[config.mk]
export PLATFORM = sky130hd
export DESIGN_NAME = cep_counter
export DESIGN_NICKNAME = d
export VERILOG_FILES = /design/src/cep_counter.v
export VERILOG_INCLUDE_DIRS = /design/src
export SDC_FILE = /design/constraint.sdc
export NUM_CORES = 1
export LEC_CHECK = 0
export BUFFER_PORTS_ARGS = -buffer_cell sky130_fd_sc_hd__buf_4
export CAP_MARGIN = 5
export CORE_ASPECT_RATIO = 0.7
export CORE_MARGIN = 2
export CORE_UTILIZATION = 45
export CTS_BUF_LIST = sky130_fd_sc_hd__clkbuf_8
export CTS_CLUSTER_SIZE = 10
export DETAILED_ROUTE_END_ITERATION = 10
export GPL_TIMING_DRIVEN = 1
export HOLD_SLACK_MARGIN = 0.05
export PLACE_DENSITY = 0.67
export SETUP_SLACK_MARGIN = 0.15
export SYNTH_ARGS = -nofsm -noshare
export SYNTH_HDL_FRONTEND = slang
export SYNTH_SLANG_ARGS = --single-unit
[constraint.sdc]
create_clock -name aclk -period 5.6 [get_ports aclk]
set_input_delay 0 -clock aclk [delete_from_list [all_inputs] [get_ports aclk]]
set_output_delay 0 -clock aclk [all_outputs]
set_load 0.05 [all_outputs]
[src/cep_defines.vh]
// Purpose: constants for the counter input engine
// Assumes: byte addresses on an AXI4-Lite slave, 32-bit data
// Notes: definitions only
`ifndef CEP_DEFINES_VH
`define CEP_DEFINES_VH
// ----------------------------------------
// register byte offsets
// ----------------------------------------
`define CEP_OFS_CTRL      8'h00
`define CEP_OFS_CFG       8'h04
`define CEP_OFS_INIT      8'h08
`define CEP_OFS_COUNT     8'h0C
`define CEP_OFS_STATUS    8'h10
`define CEP_OFS_FIFO      8'h14
`define CEP_OFS_LEVEL     8'h18
// ----------------------------------------
// ctrl fields (write only one-cycle strobes, arm included)
// ----------------------------------------
`define CEP_CTRL_ARM      0
`define CEP_CTRL_DISARM   1
`define CEP_CTRL_CLR_ERR  2
// ----------------------------------------
// cfg fields
// ----------------------------------------
`define CEP_CFG_MODE_LO   0
`define CEP_CFG_MODE_HI   2
`define CEP_CFG_SRC_FALL  3
`define CEP_CFG_PAUSE_EN  4
`define CEP_CFG_PAUSE_HI  5
`define CEP_CFG_DIR_LO    6
`define CEP_CFG_DIR_HI    7
`define CEP_CFG_SMP_FALL  8
`define CEP_CFG_PW_LOW    9
`define CEP_CFG_SEL_LO    16
`define CEP_CFG_SEL_HI    21
`define CEP_CFG_RESET     32'h0000_0000
// ----------------------------------------
// modes
// ----------------------------------------
`define CEP_MODE_EDGE_OD  3'h0
`define CEP_MODE_EDGE_BUF 3'h1
`define CEP_MODE_PW_ONE   3'h2
`define CEP_MODE_PW_IMP   3'h3
`define CEP_MODE_PW_SMP   3'h4
`define CEP_MODE_PW_HW_TIMED_SINGLE_POINT 3'h5
// ----------------------------------------
// direction
// ----------------------------------------
`define CEP_DIR_UP        2'h0
`define CEP_DIR_DOWN      2'h1
`define CEP_DIR_AUX       2'h2
// ----------------------------------------
// status bits
// ----------------------------------------
`define CEP_ST_ARMED      0
`define CEP_ST_OVERRUN    1
`define CEP_ST_FIFO_ERR   2
`define CEP_ST_DONE       3
`define CEP_ST_EMPTY      4
`define CEP_ST_FULL       5
// ----------------------------------------
// sample clock selector: 0..1 ao/di clocks, 2 di start, 3 do clock,
// 4..7 counter outputs, 8..23 function lines, 24..31 pxi trig,
// 32..39 sync bus, 40..41 star lines, 42 change detect
// ----------------------------------------
`define CEP_SEL_COUNT     43
`define CEP_AXI_OKAY      2'h0
`define CEP_AXI_SLVERR    2'h2
`endif

[src/cep_counter.v]
// Purpose: counter input engine: edge counting and pulse width, with fifo
// Assumes: source, gate, aux and sample lines are asynchronous to aclk
// Notes: sample clock comes from a routed line, or is held low for a selector of 43 and up; never a divider
`timescale 1ns/1ns
`include "cep_defines.vh"

module cep_counter #(
	parameter CW          = 32,
	parameter FIFO_DEPTH  = 16,
	parameter FIFO_AW     = 4,
	parameter SEL_N       = `CEP_SEL_COUNT
) (
	// clock and reset
	input  wire              aclk,
	input  wire              aresetn,
	// axi4-lite write
	input  wire [7:0]        s_axi_awaddr,
	input  wire              s_axi_awvalid,
	output reg               s_axi_awready,
	input  wire [31:0]       s_axi_wdata,
	input  wire [3:0]        s_axi_wstrb,
	input  wire              s_axi_wvalid,
	output reg               s_axi_wready,
	output reg  [1:0]        s_axi_bresp,
	output reg               s_axi_bvalid,
	input  wire              s_axi_bready,
	// axi4-lite read
	input  wire [7:0]        s_axi_araddr,
	input  wire              s_axi_arvalid,
	output reg               s_axi_arready,
	output reg  [31:0]       s_axi_rdata,
	output reg  [1:0]        s_axi_rresp,
	output reg               s_axi_rvalid,
	input  wire              s_axi_rready,
	// counter inputs
	input  wire              ctr_source,
	input  wire              ctr_gate,
	input  wire              ctr_aux_dir,
	input  wire [SEL_N-1:0]  sample_lines,
	// dma drain side
	output reg  [CW-1:0]     dma_data,
	output reg               dma_valid,
	input  wire              dma_ready,
	// status
	output reg               armed_out,
	output reg               error_out
);

// ----------------------------------------
// input synchronisers
// ----------------------------------------
reg [2:0]  meta_reg;
reg [2:0]  sync_reg;
reg [2:0]  prev_reg;
reg [SEL_N-1:0] lines_meta_reg;
reg [SEL_N-1:0] lines_sync_reg;
reg        smp_sync_reg;
reg        smp_prev_reg;
reg [5:0]  sel_reg;
wire       smp_mux;

// every line is synchronised before the mux, so no logic reads a raw pin
assign smp_mux = ({26'h0, sel_reg} < SEL_N) ? lines_sync_reg[sel_reg] : 1'b0;

always @(posedge aclk) begin
	if (!aresetn) begin
		meta_reg     <= 3'h0;
		sync_reg     <= 3'h0;
		prev_reg     <= 3'h0;
		lines_meta_reg <= {SEL_N{1'b0}};
		lines_sync_reg <= {SEL_N{1'b0}};
		smp_sync_reg <= 1'b0;
		smp_prev_reg <= 1'b0;
	end else begin
		meta_reg     <= {ctr_aux_dir, ctr_gate, ctr_source};
		sync_reg     <= meta_reg;
		prev_reg     <= sync_reg;
		lines_meta_reg <= sample_lines;
		lines_sync_reg <= lines_meta_reg;
		smp_sync_reg <= smp_mux;
		smp_prev_reg <= smp_sync_reg;
	end
end

// ----------------------------------------
// configuration and edge decode
// ----------------------------------------
reg  [31:0]   cfg_reg;
reg  [CW-1:0] init_reg;
wire [2:0]    mode = cfg_reg[`CEP_CFG_MODE_HI:`CEP_CFG_MODE_LO];
wire [1:0]    dir  = cfg_reg[`CEP_CFG_DIR_HI:`CEP_CFG_DIR_LO];
wire src_rise = sync_reg[0] & ~prev_reg[0];
wire src_fall = ~sync_reg[0] & prev_reg[0];
wire src_edge = cfg_reg[`CEP_CFG_SRC_FALL] ? src_fall : src_rise;
wire gate_act = sync_reg[1] ^ cfg_reg[`CEP_CFG_PW_LOW];
wire gate_was = prev_reg[1] ^ cfg_reg[`CEP_CFG_PW_LOW];
wire gate_lead  = gate_act & ~gate_was;
wire gate_trail = ~gate_act & gate_was;
wire paused = cfg_reg[`CEP_CFG_PAUSE_EN]
	& (sync_reg[1] == cfg_reg[`CEP_CFG_PAUSE_HI]);
wire smp_edge = cfg_reg[`CEP_CFG_SMP_FALL]
	? (~smp_sync_reg & smp_prev_reg)
	: (smp_sync_reg & ~smp_prev_reg);
wire count_down = (dir == `CEP_DIR_DOWN)
	| ((dir == `CEP_DIR_AUX) & ~sync_reg[2]);
wire is_edge  = (mode == `CEP_MODE_EDGE_OD) | (mode == `CEP_MODE_EDGE_BUF);
wire is_smp_pw = (mode == `CEP_MODE_PW_SMP) | (mode == `CEP_MODE_PW_HW_TIMED_SINGLE_POINT);

// ----------------------------------------
// measurement state machine
// ----------------------------------------
localparam ST_IDLE = 4'b0001;
localparam ST_WAIT = 4'b0010;
localparam ST_MEAS = 4'b0100;
localparam ST_DONE = 4'b1000;

reg  [3:0]    state_reg;
reg  [CW-1:0] count_reg;
reg  [CW-1:0] last_pw_reg;
reg           pw_new_reg;
reg           overrun_reg;
reg           fifo_err_reg;
reg           arm_pulse;
reg           disarm_pulse;
reg           clr_err_pulse;
reg           push;
reg  [CW-1:0] push_data;
wire          fifo_full;

always @* begin
	push      = 1'b0;
	push_data = count_reg;
	if (state_reg == ST_MEAS) begin
		if (mode == `CEP_MODE_EDGE_BUF && smp_edge) begin
			push = 1'b1;
		end else if ((mode == `CEP_MODE_PW_ONE || mode == `CEP_MODE_PW_IMP)
			&& gate_trail) begin
			push = 1'b1;
		end
	end
	if (is_smp_pw && state_reg != ST_IDLE && smp_edge && pw_new_reg) begin
		push      = 1'b1;
		push_data = last_pw_reg;
	end
end

always @(posedge aclk) begin
	if (!aresetn) begin
		state_reg    <= ST_IDLE;
		count_reg    <= {CW{1'b0}};
		last_pw_reg  <= {CW{1'b0}};
		pw_new_reg   <= 1'b0;
		overrun_reg  <= 1'b0;
		fifo_err_reg <= 1'b0;
	end else begin
		// set wins over a same-cycle clear
		if (clr_err_pulse) begin
			overrun_reg  <= 1'b0;
			fifo_err_reg <= 1'b0;
		end
		if (push && fifo_full)
			fifo_err_reg <= 1'b1;
		if (disarm_pulse) begin
			state_reg <= ST_IDLE;
		end else if (arm_pulse) begin
			count_reg  <= init_reg;
			pw_new_reg <= 1'b0;
			// edge counting runs from arm; pulse width waits for gate entry
			if (is_edge)
				state_reg <= ST_MEAS;
			else
				state_reg <= ST_WAIT;
		end else begin
			case (state_reg)
				ST_IDLE: begin
					state_reg <= ST_IDLE;
				end
				ST_WAIT: begin
					// waits for a fresh leading edge, partial pulse dropped
					if (gate_lead) begin
						state_reg <= ST_MEAS;
						count_reg <= init_reg;
					end
				end
				ST_MEAS: begin
					if (is_edge) begin
						// sampling never touches the count
						if (src_edge && !paused) begin
							if (count_down)
								count_reg <= count_reg - 1'b1;
							else
								count_reg <= count_reg + 1'b1;
						end
					end else if (gate_trail) begin
						last_pw_reg <= count_reg;
						pw_new_reg  <= 1'b1;
						if (mode == `CEP_MODE_PW_ONE)
							state_reg <= ST_DONE;
						else
							state_reg <= ST_WAIT;
					end else if (gate_act && src_edge) begin
						count_reg <= count_reg + 1'b1;
					end
				end
				ST_DONE: begin
					state_reg <= ST_DONE;
				end
				default: begin
					state_reg <= ST_IDLE;
				end
			endcase
			if (is_smp_pw && state_reg != ST_IDLE && smp_edge) begin
				if (!pw_new_reg)
					overrun_reg <= 1'b1;
				pw_new_reg <= (state_reg == ST_MEAS) & gate_trail;
			end
		end
	end
end

// ----------------------------------------
// result fifo, drained by dma
// ----------------------------------------
reg  [CW-1:0]    fifo_mem [0:FIFO_DEPTH-1];
reg  [FIFO_AW-1:0] wr_ptr_reg;
reg  [FIFO_AW-1:0] rd_ptr_reg;
reg  [FIFO_AW:0]   level_reg;
wire fifo_empty = (level_reg == {(FIFO_AW+1){1'b0}});
assign fifo_full = (level_reg == FIFO_DEPTH[FIFO_AW:0]);
wire do_wr = push & ~fifo_full;
wire do_rd = dma_valid & dma_ready;

always @(posedge aclk) begin
	if (do_wr)
		fifo_mem[wr_ptr_reg] <= push_data;
end

always @(posedge aclk) begin
	if (!aresetn) begin
		wr_ptr_reg <= {FIFO_AW{1'b0}};
		rd_ptr_reg <= {FIFO_AW{1'b0}};
		level_reg  <= {(FIFO_AW+1){1'b0}};
		dma_valid  <= 1'b0;
		dma_data   <= {CW{1'b0}};
	end else begin
		if (do_wr)
			wr_ptr_reg <= wr_ptr_reg + 1'b1;
		// output stage is a one-word skid holding the fifo head
		if ((!dma_valid || do_rd) && !fifo_empty) begin
			dma_data   <= fifo_mem[rd_ptr_reg];
			dma_valid  <= 1'b1;
			rd_ptr_reg <= rd_ptr_reg + 1'b1;
		end else if (do_rd) begin
			dma_valid <= 1'b0;
		end
		if (do_wr && !((!dma_valid || do_rd) && !fifo_empty))
			level_reg <= level_reg + 1'b1;
		else if (!do_wr && ((!dma_valid || do_rd) && !fifo_empty))
			level_reg <= level_reg - 1'b1;
	end
end

// ----------------------------------------
// axi4-lite slave
// ----------------------------------------
reg  [7:0] aw_addr_reg;
reg        aw_have_reg;
reg [31:0] w_data_reg;
reg [3:0]  w_strb_reg;
reg        w_have_reg;
wire       wr_go = aw_have_reg & w_have_reg & ~s_axi_bvalid;
reg [31:0] rd_word;
wire [31:0] status_word = {26'h0, fifo_full, fifo_empty, (state_reg == ST_DONE),
	fifo_err_reg, overrun_reg, (state_reg != ST_IDLE)};

always @* begin
	case (s_axi_araddr)
		`CEP_OFS_CFG:    rd_word = cfg_reg;
		`CEP_OFS_INIT:   rd_word = init_reg;
		`CEP_OFS_COUNT:  rd_word = count_reg;
		`CEP_OFS_STATUS: rd_word = status_word;
		`CEP_OFS_FIFO:   rd_word = last_pw_reg;
		`CEP_OFS_LEVEL:  rd_word = {{(31-FIFO_AW){1'b0}}, level_reg};
		default:         rd_word = 32'h0000_0000;
	endcase
end

wire rd_known = (s_axi_araddr == `CEP_OFS_CTRL) | (s_axi_araddr == `CEP_OFS_CFG)
	| (s_axi_araddr == `CEP_OFS_INIT) | (s_axi_araddr == `CEP_OFS_COUNT)
	| (s_axi_araddr == `CEP_OFS_STATUS) | (s_axi_araddr == `CEP_OFS_FIFO)
	| (s_axi_araddr == `CEP_OFS_LEVEL);

always @(posedge aclk) begin
	if (!aresetn) begin
		s_axi_awready <= 1'b0;
		s_axi_wready  <= 1'b0;
		s_axi_bvalid  <= 1'b0;
		s_axi_bresp   <= `CEP_AXI_OKAY;
		s_axi_arready <= 1'b0;
		s_axi_rvalid  <= 1'b0;
		s_axi_rresp   <= `CEP_AXI_OKAY;
		s_axi_rdata   <= 32'h0000_0000;
		aw_addr_reg   <= 8'h00;
		aw_have_reg   <= 1'b0;
		w_data_reg    <= 32'h0000_0000;
		w_strb_reg    <= 4'h0;
		w_have_reg    <= 1'b0;
		cfg_reg       <= `CEP_CFG_RESET;
		init_reg      <= {CW{1'b0}};
		sel_reg       <= 6'h00;
		arm_pulse     <= 1'b0;
		disarm_pulse  <= 1'b0;
		clr_err_pulse <= 1'b0;
		armed_out     <= 1'b0;
		error_out     <= 1'b0;
	end else begin
		arm_pulse     <= 1'b0;
		disarm_pulse  <= 1'b0;
		clr_err_pulse <= 1'b0;
		s_axi_awready <= ~aw_have_reg & ~s_axi_awready & s_axi_awvalid;
		s_axi_wready  <= ~w_have_reg & ~s_axi_wready & s_axi_wvalid;
		if (s_axi_awvalid && s_axi_awready) begin
			aw_addr_reg <= s_axi_awaddr;
			aw_have_reg <= 1'b1;
		end
		if (s_axi_wvalid && s_axi_wready) begin
			w_data_reg <= s_axi_wdata;
			w_strb_reg <= s_axi_wstrb;
			w_have_reg <= 1'b1;
		end
		if (wr_go) begin
			aw_have_reg  <= 1'b0;
			w_have_reg   <= 1'b0;
			s_axi_bvalid <= 1'b1;
			s_axi_bresp  <= `CEP_AXI_OKAY;
			case (aw_addr_reg)
				`CEP_OFS_CTRL: begin
					if (w_strb_reg[0]) begin
						arm_pulse     <= w_data_reg[`CEP_CTRL_ARM];
						disarm_pulse  <= w_data_reg[`CEP_CTRL_DISARM];
						clr_err_pulse <= w_data_reg[`CEP_CTRL_CLR_ERR];
					end
				end
				`CEP_OFS_CFG: begin
					if (w_strb_reg[0])
						cfg_reg[7:0] <= w_data_reg[7:0];
					if (w_strb_reg[1])
						cfg_reg[15:8] <= w_data_reg[15:8];
					if (w_strb_reg[2]) begin
						cfg_reg[23:16] <= w_data_reg[23:16];
						sel_reg        <= w_data_reg[`CEP_CFG_SEL_HI:`CEP_CFG_SEL_LO];
					end
				end
				`CEP_OFS_INIT: begin
					if (w_strb_reg[0])
						init_reg[7:0] <= w_data_reg[7:0];
					if (w_strb_reg[1])
						init_reg[15:8] <= w_data_reg[15:8];
					if (w_strb_reg[2])
						init_reg[23:16] <= w_data_reg[23:16];
					if (w_strb_reg[3])
						init_reg[31:24] <= w_data_reg[31:24];
				end
				`CEP_OFS_COUNT, `CEP_OFS_STATUS, `CEP_OFS_FIFO, `CEP_OFS_LEVEL: begin
					s_axi_bresp <= `CEP_AXI_OKAY;
				end
				default: begin
					s_axi_bresp <= `CEP_AXI_SLVERR;
				end
			endcase
		end else if (s_axi_bvalid && s_axi_bready) begin
			s_axi_bvalid <= 1'b0;
		end
		s_axi_arready <= ~s_axi_arready & ~s_axi_rvalid & s_axi_arvalid;
		if (s_axi_arvalid && s_axi_arready) begin
			s_axi_rvalid <= 1'b1;
			s_axi_rdata  <= rd_word;
			s_axi_rresp  <= rd_known ? `CEP_AXI_OKAY : `CEP_AXI_SLVERR;
		end else if (s_axi_rvalid && s_axi_rready) begin
			s_axi_rvalid <= 1'b0;
		end
		armed_out <= (state_reg != ST_IDLE) & (state_reg != ST_DONE);
		error_out <= overrun_reg | fifo_err_reg;
	end
end

endmodule

Word-level counts from Yosys, hierarchy flattened
Memory sizes are Yosys's and may differ from the RTL's. A register that Yosys moved wholly into a read port is not among the register bits.
Cells that the tools add are included.
Widths: inputs -> output; s select.
- bits in registers: 335
- bits in writable memories: 512
- input bits: 106
- output and inout port bits: 76
- memories kept: 1
- add/subtract/negate cells: 6
- magnitude comparators: 2
- equal/unequal tests: 33
- muxes and demuxes: 49
- bitwise logic cells: 51
- reduce and logical (&&, ||, !) cells: 52
- memory list (memory ; depth ; width ; read ports ; clocked after memory_dff ; wr ports ; line ; text):
    fifo_mem ; 16 ; 32 ; 1 ; 1 ; 1 ; cep_counter.v:224 ; reg [CW-1:0] fifo_mem [0:FIFO_DEPTH-1];
- operator list (operator ; number):
    $mux 32 ; 8
    $pmux 32 s6 ; 1
    $pmux 32 s2 ; 1
    $eq 8x5->1 const B ; 6
    $add 32x1->32 const B ; 1
    $eq 8x4->1 const B ; 4
    $sub 32x1->32 const B ; 1
    $mux 1 ; 27
    $reduce_and 3->1 ; 8
    $and 1x1->1 ; 20
    $mux 4 ; 5
    $not 1->1 ; 19
    $eq 8x3->1 const B ; 2
    $logic_and 1x1->1 ; 16
    $logic_not 8->1 ; 2
    $pmux 4 s3 ; 1
    $mux 5 ; 2
    $or 1x1->1 ; 10
    $reduce_bool 2->1 ; 5
    $ne 3x3->1 const B ; 3
    $reduce_bool 3->1 ; 3
    $add 4x1->4 const B ; 2
    $ne 4x3->1 const B ; 2
    $ne 4x4->1 const B ; 2
    other kinds (30) ; 42

Longest topological paths before layout
Gate-level depths: netlist of the first run.
- depth after elaboration: 13
- gate-level depth with buffers: 16

Worst setup path before layout of the first run
Ideal clock, no wire load.
- path type: register -> register
- start: register cfg_reg[8]
- end: memory fifo_mem[3][0], enable pin
- arrival time: 3814 ps
- slack: 1325 ps
- stages on the path, launching flop included: 6
- clock period less this slack: 4275 ps
- path through: dfxtp_1 or3b_2 a2111oi_2 and2_1 o211ai_1 nor3_1
- cells in the longest elaborated chain, start to end: 8
- elaborated cells between the ends (all ways): 10
- those cells by class: 6 x mux; 1 x bitwise; 3 x reduce/logical
- ends and longest elaborated chain (element ; line ; text):
    from (decl) ; cep_counter.v:88 ; reg [31:0] cfg_reg;
    from (signal assigned) ; cep_counter.v:308 ; cfg_reg <= `CEP_CFG_RESET;
    from (signal assigned) ; cep_counter.v:348 ; cfg_reg[15:8] <= w_data_reg[15:8];
    $mux 1 (*) ; cep_counter.v:101 ; wire smp_edge = cfg_reg[`CEP_CFG_SMP_FALL]
    $logic_and 1x1->1 ; cep_counter.v:134 ; if (mode == `CEP_MODE_EDGE_BUF && smp_edge) begin
    $mux 1 ; cep_counter.v:134 ;
    $mux 1 ; cep_counter.v:133 ; if (state_reg == ST_MEAS) begin
    $mux 1 (*) ; cep_counter.v:141 ; if (is_smp_pw && state_reg != ST_IDLE && smp_edge && pw_new_reg) begin
    $and 1x1->1 (*) ; cep_counter.v:230 ; wire do_wr = push & ~fifo_full;
    $mux 1 (*) ; cep_counter.v:234 ; if (do_wr)
    $mux 1 (implied by the code) (*) ; cep_counter.v:235 ; fifo_mem[wr_ptr_reg] <= push_data;
    to (decl) ; cep_counter.v:224 ;
Every way passes the cells marked *; elsewhere a longest branch is shown, timed or not.

Final worst setup path of the first run
- start: register cfg_reg[8]
- end: register level_reg[4]
- cells in the longest elaborated chain, start to end: 9
- elaborated cells between the ends (all ways): 13
- those cells by class: 5 x mux; 1 x bitwise; 7 x reduce/logical
- ends and longest elaborated chain (element ; line ; text):
    $mux 1 (*) ; cep_counter.v:101 ;
    $logic_and 1x1->1 ; cep_counter.v:134 ;
    $mux 1 ; cep_counter.v:134 ;
    $mux 1 ; cep_counter.v:133 ;
    $mux 1 (*) ; cep_counter.v:141 ;
    $and 1x1->1 (*) ; cep_counter.v:230 ;
    $logic_not 1->1 ; cep_counter.v:258 ; else if (!do_wr && ((!dma_valid || do_rd) && !fifo_empty))
    $logic_and 1x1->1 ; cep_counter.v:258 ;
    $reduce_bool 2->1 (no source line) ; - ;
    to (signal assigned) ; cep_counter.v:242 ; level_reg <= {(FIFO_AW+1){1'b0}};
    to (signal assigned) ; cep_counter.v:257 ; level_reg <= level_reg + 1'b1;
    to (signal assigned) ; cep_counter.v:259 ; level_reg <= level_reg - 1'b1;
    to (decl) ; cep_counter.v:227 ; reg [FIFO_AW:0] level_reg;
Marked as above.
A chain may end at the register's enable or synchronous reset.

==> results.sh, run 1 <==
export IMPL_p_comb_share_pct=16.1
export IMPL_yosys_warnings=0
export IMPL_detail_route_iter0_violations=2409
export IMPL_synth_top_area_cell="edfxtp_1"
export IMPL_crit_path_max_fanout=19
export IMPL_grt_total_usage_pct=22.8
export IMPL_r2r_cells=12
export IMPL_ys_ff_latch=871
export IMPL_regArea_mm2=0.0226
export IMPL_start_kind="flop"
export IMPL_antenna_found_initial=2
export IMPL_ys_top_cells_by_area="edfxtp_1 45%, dfxtp_1 21%, mux4_2 11%"
export IMPL_place_gp_congestion=0.874
export IMPL_switching_power_uw=3930
export IMPL_path_clk_slew_ns=0.06
export IMPL_ys_flop_type="edfxtp_1"
export IMPL_nets=3093
export IMPL_grt_pass1_wl_um=137000
export IMPL_critical_path_class="reg2reg"
export IMPL_end_kind="flop"
export IMPL_synth_seq_area_share_pct=65.4
export IMPL_async_flop_share_pct=0
export IMPL_fin_hold_ws_ns=0.149
export IMPL_crit_chain="or3b_2 -> a2111oi_2 -> and2_1 -> o21a_1 -> ha_1 -> inv_1 -> fa_1 -> a21o_1 -> a21oi_1 -> xnor2_1 -> or3_1 -> a21oi_1"
export IMPL_wl_um=89700
export IMPL_cts_sinks=871
export IMPL_core_area_mm2=0.0755
export IMPL_rsz0062_at_grt="no"
export IMPL_postRouteAntennaNets=0
export IMPL_synth_distinct_cells=85
export IMPL_drv_slew=0
export IMPL_hp_class="in2reg"
export IMPL_routed_via_density=5.70
export IMPL_setup_tns_ns=0
export IMPL_synth_top_area_share_pct=44.5
export IMPL_clk_path_buf_depth=3
export IMPL_final_layout_size_suffix_gt1_share_pct=19.2
export IMPL_layout_min_cycle_time_ns=3.82
export IMPL_cp_num_buf_inv=1
export IMPL_cpMostUsedCell="a21oi_1"
export IMPL_drc=0
export IMPL_port_buffers=179
export IMPL_hold_viol=0
export IMPL_pin_count=182
export IMPL_cts_tree="built"
export IMPL_multi_input_area_mm2=0.0111
export IMPL_cts_setup_buffers=0
export IMPL_max_freq_mhz=262
export IMPL_switching_share_pct=27.4
export IMPL_required_ns=6.29
export IMPL_worst_pin_slew_ns=1.20
export IMPL_layout_cells_non_filler=4072
export IMPL_relSlewSlack_pct=19.3
export IMPL_synth_edf_count=512
export IMPL_status="completed"
export IMPL_syn_to_final_growth_pct=21.3
export IMPL_start_util_pct=45.7
export IMPL_internal_power_uw=10400
export IMPL_setup_violations=0
export IMPL_syn_area_per_cell_um2=13.6
export IMPL_grt_pass1_vias=23200
export IMPL_cts_root_buf="clkbuf_8"
export IMPL_finClkSkew_ns=0.0287
export IMPL_p_per_area_mw_per_mm2=342
export IMPL_dpl_cell_count=3562
export IMPL_syn_inst=2534
export IMPL_grt_max_degree=108
export IMPL_crit_path_max_incr_delay_ns=0.52
export IMPL_vias=23200
export IMPL_ir_drop_uv=258
export IMPL_p_leak_uw=0.0146
export IMPL_grt_overflow=0
export IMPL_die_y_um=236
export IMPL_die_w_um=335
export IMPL_power_frac_seq_pct=49.5
export IMPL_row_count=84
export IMPL_drtPass1Iterations=7
export IMPL_crit_slowest_cell="a2111oi_2"
export IMPL_pwr_share_clk_pct=34.5
export IMPL_largest_reg_flops=512
export IMPL_fill_cells=5992
export IMPL_cap_violations=0
export IMPL_post_drt_wl_per_cell_um=22.0
export IMPL_h_tree_depth=4
export IMPL_worstPathArrival_ns=4.51
export IMPL_cp_depth=12
export IMPL_die_area_mm2=0.0790
export IMPL_numCtsBuffers=136
export IMPL_syn_cell_area_mm2=0.0345
export IMPL_period_share_pct=68.2
export IMPL_hpwlAfterDp_um=52700
export IMPL_critPathTopFamily="compound AO/OA/AOI/OAI gates"
export IMPL_insertion_delay_ns=0.78
export IMPL_min_path_cells=4
cells in the mapped netlist, drive strengths merged, types with 19 or more instances:
library cell  number
a21o              21
mux2i             41
o21ai             38
nand3             54
clkbuf           124
dfxtp            359
nor3              27
and3              19
nor2             100
a21oi            202
buf               61
edfxtp           512
inv               20
mux4             172
nand2            398
a22oi             41
and2             100
worst reg2reg max path: stages, from the launching register on:
cell       delay [ns]
dfxtp_1          0.34
or3b_2           0.50
a2111oi_2        0.52
and2_1           0.23
o21a_1           0.48
ha_1             0.29
inv_1            0.11
fa_1             0.41
a21o_1           0.17
a21oi_1          0.16
xnor2_1          0.09
or3_1            0.30
a21oi_1          0.15
area by class of cell:
type,instances,area share (%)
antenna,1,0.00598
clock buffer,148,4.87
clock inverter,97,1.09
inverter,21,0.200
multi-input combinational,1458,26.5
sequential,871,53.9
tap,989,2.96
timing repair buffer,487,10.4
per-layer routing:
layer | up-vias | GRT usage, % | wire (um)
met5 | - | 0 | 13
met3 | 164 | 6.00 | 7970
met4 | 2 | 8.37 | 2350
met1 | 11700 | 31.7 | 38500
met2 | 993 | 34.5 | 40900
li1 | 10400 | - | -
metrics by stage:
stage	util (%)	total power, uW	instance area, um2	worst slack (ns)
floorplan	-	8740	34500	1.33
global placement	48.7	9390	36700	1.86
detailed placement	48.7	9420	36700	1.82
global route	55.5	14900	41900	1.52
finish	55.5	14300	41900	1.78
CTS	55.5	14500	41900	1.81
repair_timing:
| item | CTS | global route |
|---|---|---|
| hold buffers | 264 | 0 |
| hold endpoints to repair | 159 | 0 |
| gates resized for setup | 0 | 0 |
layout by cell type, fill, tap and decap left out, drive strengths merged, types with 75 or more instances in the layout:
| cell | instances |
|---|---|
| dfxtp | 359 |
| a21oi | 202 |
| edfxtp | 512 |
| nor2 | 100 |
| and2 | 100 |
| buf | 223 |
| inv | 75 |
| mux4 | 172 |
| clkbuf | 148 |
| nand2 | 398 |
| dlygate4sd3 | 264 |
path summary, 6_finish.rpt:
kind                                          from                 end  slack [ns]
worst max-delay path                    cfg_reg[8]        level_reg[4]        1.78
worst max register to register          cfg_reg[8]        level_reg[4]        1.78
worst min register to register  lines_meta_reg[29]  lines_sync_reg[29]        0.43
worst min-delay path                     dma_ready           dma_valid        0.15
power groups by stage:
stage / Clock [uW] / Sequential (uW) / Combinational [uW]
floorplan: 0 / 7390 / 1350
global placement: 0 / 7210 / 2180
detailed placement: 0 / 7230 / 2190
CTS: 5060 / 7090 / 2320
global route: 5350 / 7110 / 2480
finish: 4940 / 7090 / 2300
cells by family (layout without fill, tap and decap cells):
group                      after synthesis  count (layout)  synth area share, %
adders and majority gates               12              12                0.457
muxes                                  218             218                 12.6
other                                    1               3               0.0109
AOI/OAI and AO/OA                      425             425                 7.91
buffers and inverters                  206             753                 2.54
and+or+nand+nor                        787             787                 10.8
DFF                                    871             871                 65.4
xor gates and xnor gates                14              14                0.355
Note: power is estimated with default switching activity, not from simulation.
==> inputs of run 2 (changes only) <==
PLACE_DENSITY = 0.69   (was 0.67)
clock period = 3.15 ns   (was 5.6 ns; I/O delays follow)
==> run 2 against run 1 <==
Sequential share of layout area is 1.5 points lower. Fmax grew 26%. Non-clock buffer count increased by 84. Cell area increased by 3.0%. Critical path type unchanged.
==> results.sh, run 2 (synthesis results as in run 1) <==
export IMPL_r2r_start="cfg_reg[8]"
export IMPL_layout_common_cells="512 x edfxtp_1, 397 x nand2_1, 355 x dfxtp_1, 308 x dlygate4sd3_1, 236 x buf_4"
export IMPL_wl_um=92000
export IMPL_rsz0062_at_grt="yes"
export IMPL_grt_util_met3_pct=4.45
export IMPL_use_met2_pct=35.8
export IMPL_grt_pass1_vias=23800
export IMPL_drv_slew=0
export IMPL_final_common_cell="edfxtp_1"
export IMPL_drc=0
export IMPL_row_count=84
export IMPL_setup_violations=0
export IMPL_insertion_delay_ns=0.79
export IMPL_post_drt_wl_per_cell_um=22.2
export IMPL_fin_util_pct=57.1
export IMPL_core_area_mm2=0.0755
export IMPL_r2r_end="level_reg[4]"
export IMPL_p_leak_uw=0.0151
export IMPL_cap_violations=0
export IMPL_finClkSkew_ns=0.0337
export IMPL_dpl_cell_count=3599
export IMPL_postRouteAntennaNets=0
export IMPL_grt_max_degree=129
export IMPL_r2r_cells=12
export IMPL_drtPass1Iterations=7
export IMPL_relSlewSlack_pct=33.8
export IMPL_grt_util_met1_pct=32.8
export IMPL_r2r_slack_ns=0.13
export IMPL_fill_cells=5834
export IMPL_die_area_mm2=0.0790
export IMPL_final_layout_size_suffix_gt1_share_pct=20.7
export IMPL_worstSetupEndpoint="level_reg[4]"
export IMPL_hp_class="in2reg"
export IMPL_cts_root_buf="clkbuf_8"
export IMPL_largest_reg_flops=512
export IMPL_routed_via_density=5.72
export IMPL_worst_pin_slew_ns=0.993
export IMPL_antenna_found_initial=3
export IMPL_crit_path_max_fanout=4
export IMPL_required_ns=3.84
export IMPL_vias=23700
export IMPL_start_kind="flop"
export IMPL_worstPathArrival_ns=3.71
export IMPL_grt_overflow=0
export IMPL_clk_path_buf_depth=3
export IMPL_numCtsBuffers=135
export IMPL_cts_tree="built"
export IMPL_detail_route_iter0_violations=2863
export IMPL_end_kind="flop"
export IMPL_setup_tns_ns=0
export IMPL_p_per_area_mw_per_mm2=609
export IMPL_path_clk_slew_ns=0.06
export IMPL_start_util_pct=45.7
export IMPL_period_share_pct=95.9
export IMPL_critical_path_class="reg2reg"
export IMPL_busiest_layer="met2"
export IMPL_fin_area_mm2=0.0431
export IMPL_grt_pass1_wl_um=140000
export IMPL_place_area_mm2=0.0373
export IMPL_die_y_um=236
export IMPL_place_gp_congestion=0.905
export IMPL_cts_sinks=871
export IMPL_pin_count=182
export IMPL_layout_min_cycle_time_ns=3.02
export IMPL_cp_startpoint="cfg_reg[8]"
export IMPL_ir_drop_uv=383
export IMPL_grt_total_usage_pct=23.2
export IMPL_hold_viol=0
export IMPL_syn_to_final_growth_pct=24.9
export IMPL_h_tree_depth=4
export IMPL_die_w_um=335
export IMPL_max_freq_mhz=331
export IMPL_port_buffers=179
export IMPL_layout_cells_non_filler=4145
export IMPL_nets=3176
export IMPL_hpwlAfterDp_um=54000
export IMPL_status="completed"
==> run 2: cell types whose count changed in the layout (fill, tap and decap cells not counted), moves of 2 or more <==
cell and change:
buf_4 +16, clkinv_1 -14, clkinv_2 -3, buf_12 +24, dfxtp_2 +2, dlygate4sd3_1 +44
clkbuf_8 +9, inv_1 -10, bufinv_16 +3
==> run 2: worst min path at each step <==
stage	start	end	slack [ns]	cells past startpoint
after floorplan	s_axi_arvalid	s_axi_arready	0.12	2
after global placement	sample_lines[36]	lines_meta_reg[36]	0.21	2
after detailed placement	sample_lines[37]	lines_meta_reg[37]	0.21	2
after CTS	aresetn	sync_reg[0]	0.12	3
after global routing	aresetn	sync_reg[0]	0.16	3
final	aresetn	sync_reg[0]	0.18	3
==> run 2: report_power, final <==
| group | switching (uW) | internal (uW) | total (uW) |
|---|---|---|---|
| combinational | 2430 | 1970 | 4400 |
| clock | 4360 | 4930 | 9290 |
| sequential | 320 | 12200 | 12500 |
| total | 7110 | 19100 | 26200 |
==> run 2: metrics by stage <==
stage | hold WS, ns | total power [uW] | setup WS [ns]
global route | 0.163 | 27200 | 0.0333
global placement | 0.210 | 16900 | 0.203
CTS | 0.124 | 26400 | 0.176
finish | 0.177 | 26200 | 0.129
detailed placement | 0.211 | 16900 | 0.157
floorplan | 0.118 | 15600 | 0.158
==> run 2: repair_timing <==
action / in CTS / in global routing
gates resized for setup: 1 / 4
pin swaps: 0 / 6
setup buffers: 0 / 3
hold buffers: 308 / 0
endpoints found under the setup margin: 1 / 1
hold endpoints to repair: 227 / 0
==> run 2: layout make-up <==
class / instances / area (um2) / share of cell area (%)
Clock inverter: 76 / 462 / 1.07
Inverter: 21 / 83.8 / 0.195
Clock buffer: 157 / 2160 / 5.01
Tap cell: 989 / 1240 / 2.87
Multi-Input combinational cell: 1458 / 11200 / 25.9
Timing Repair Buffer: 571 / 5400 / 12.5
Sequential cell: 871 / 22600 / 52.4
Antenna cell: 2 / 5.00 / 0.0116
==> run 2: layer usage <==
metal  vias to the layer above  share of wire (%)
li1                      10500                  -
met5                         -                  0
met3                       189                8.7
met2                      1105                 46
met4                         0                2.6
met1                     11900                 42
==> run 2: worst max-delay path, cell delays in order, from the launching register on <==
cell and delay, ns:
dfxtp_1 0.32, or3b_4 0.42, a2111oi_4 0.39, and2_4 0.21, o21a_4 0.15, ha_4 0.13, inv_2 0.06, fa_2 0.39
a21o_1 0.18, a21oi_2 0.16, xnor2_2 0.08, or3_1 0.31, a21oi_1 0.13
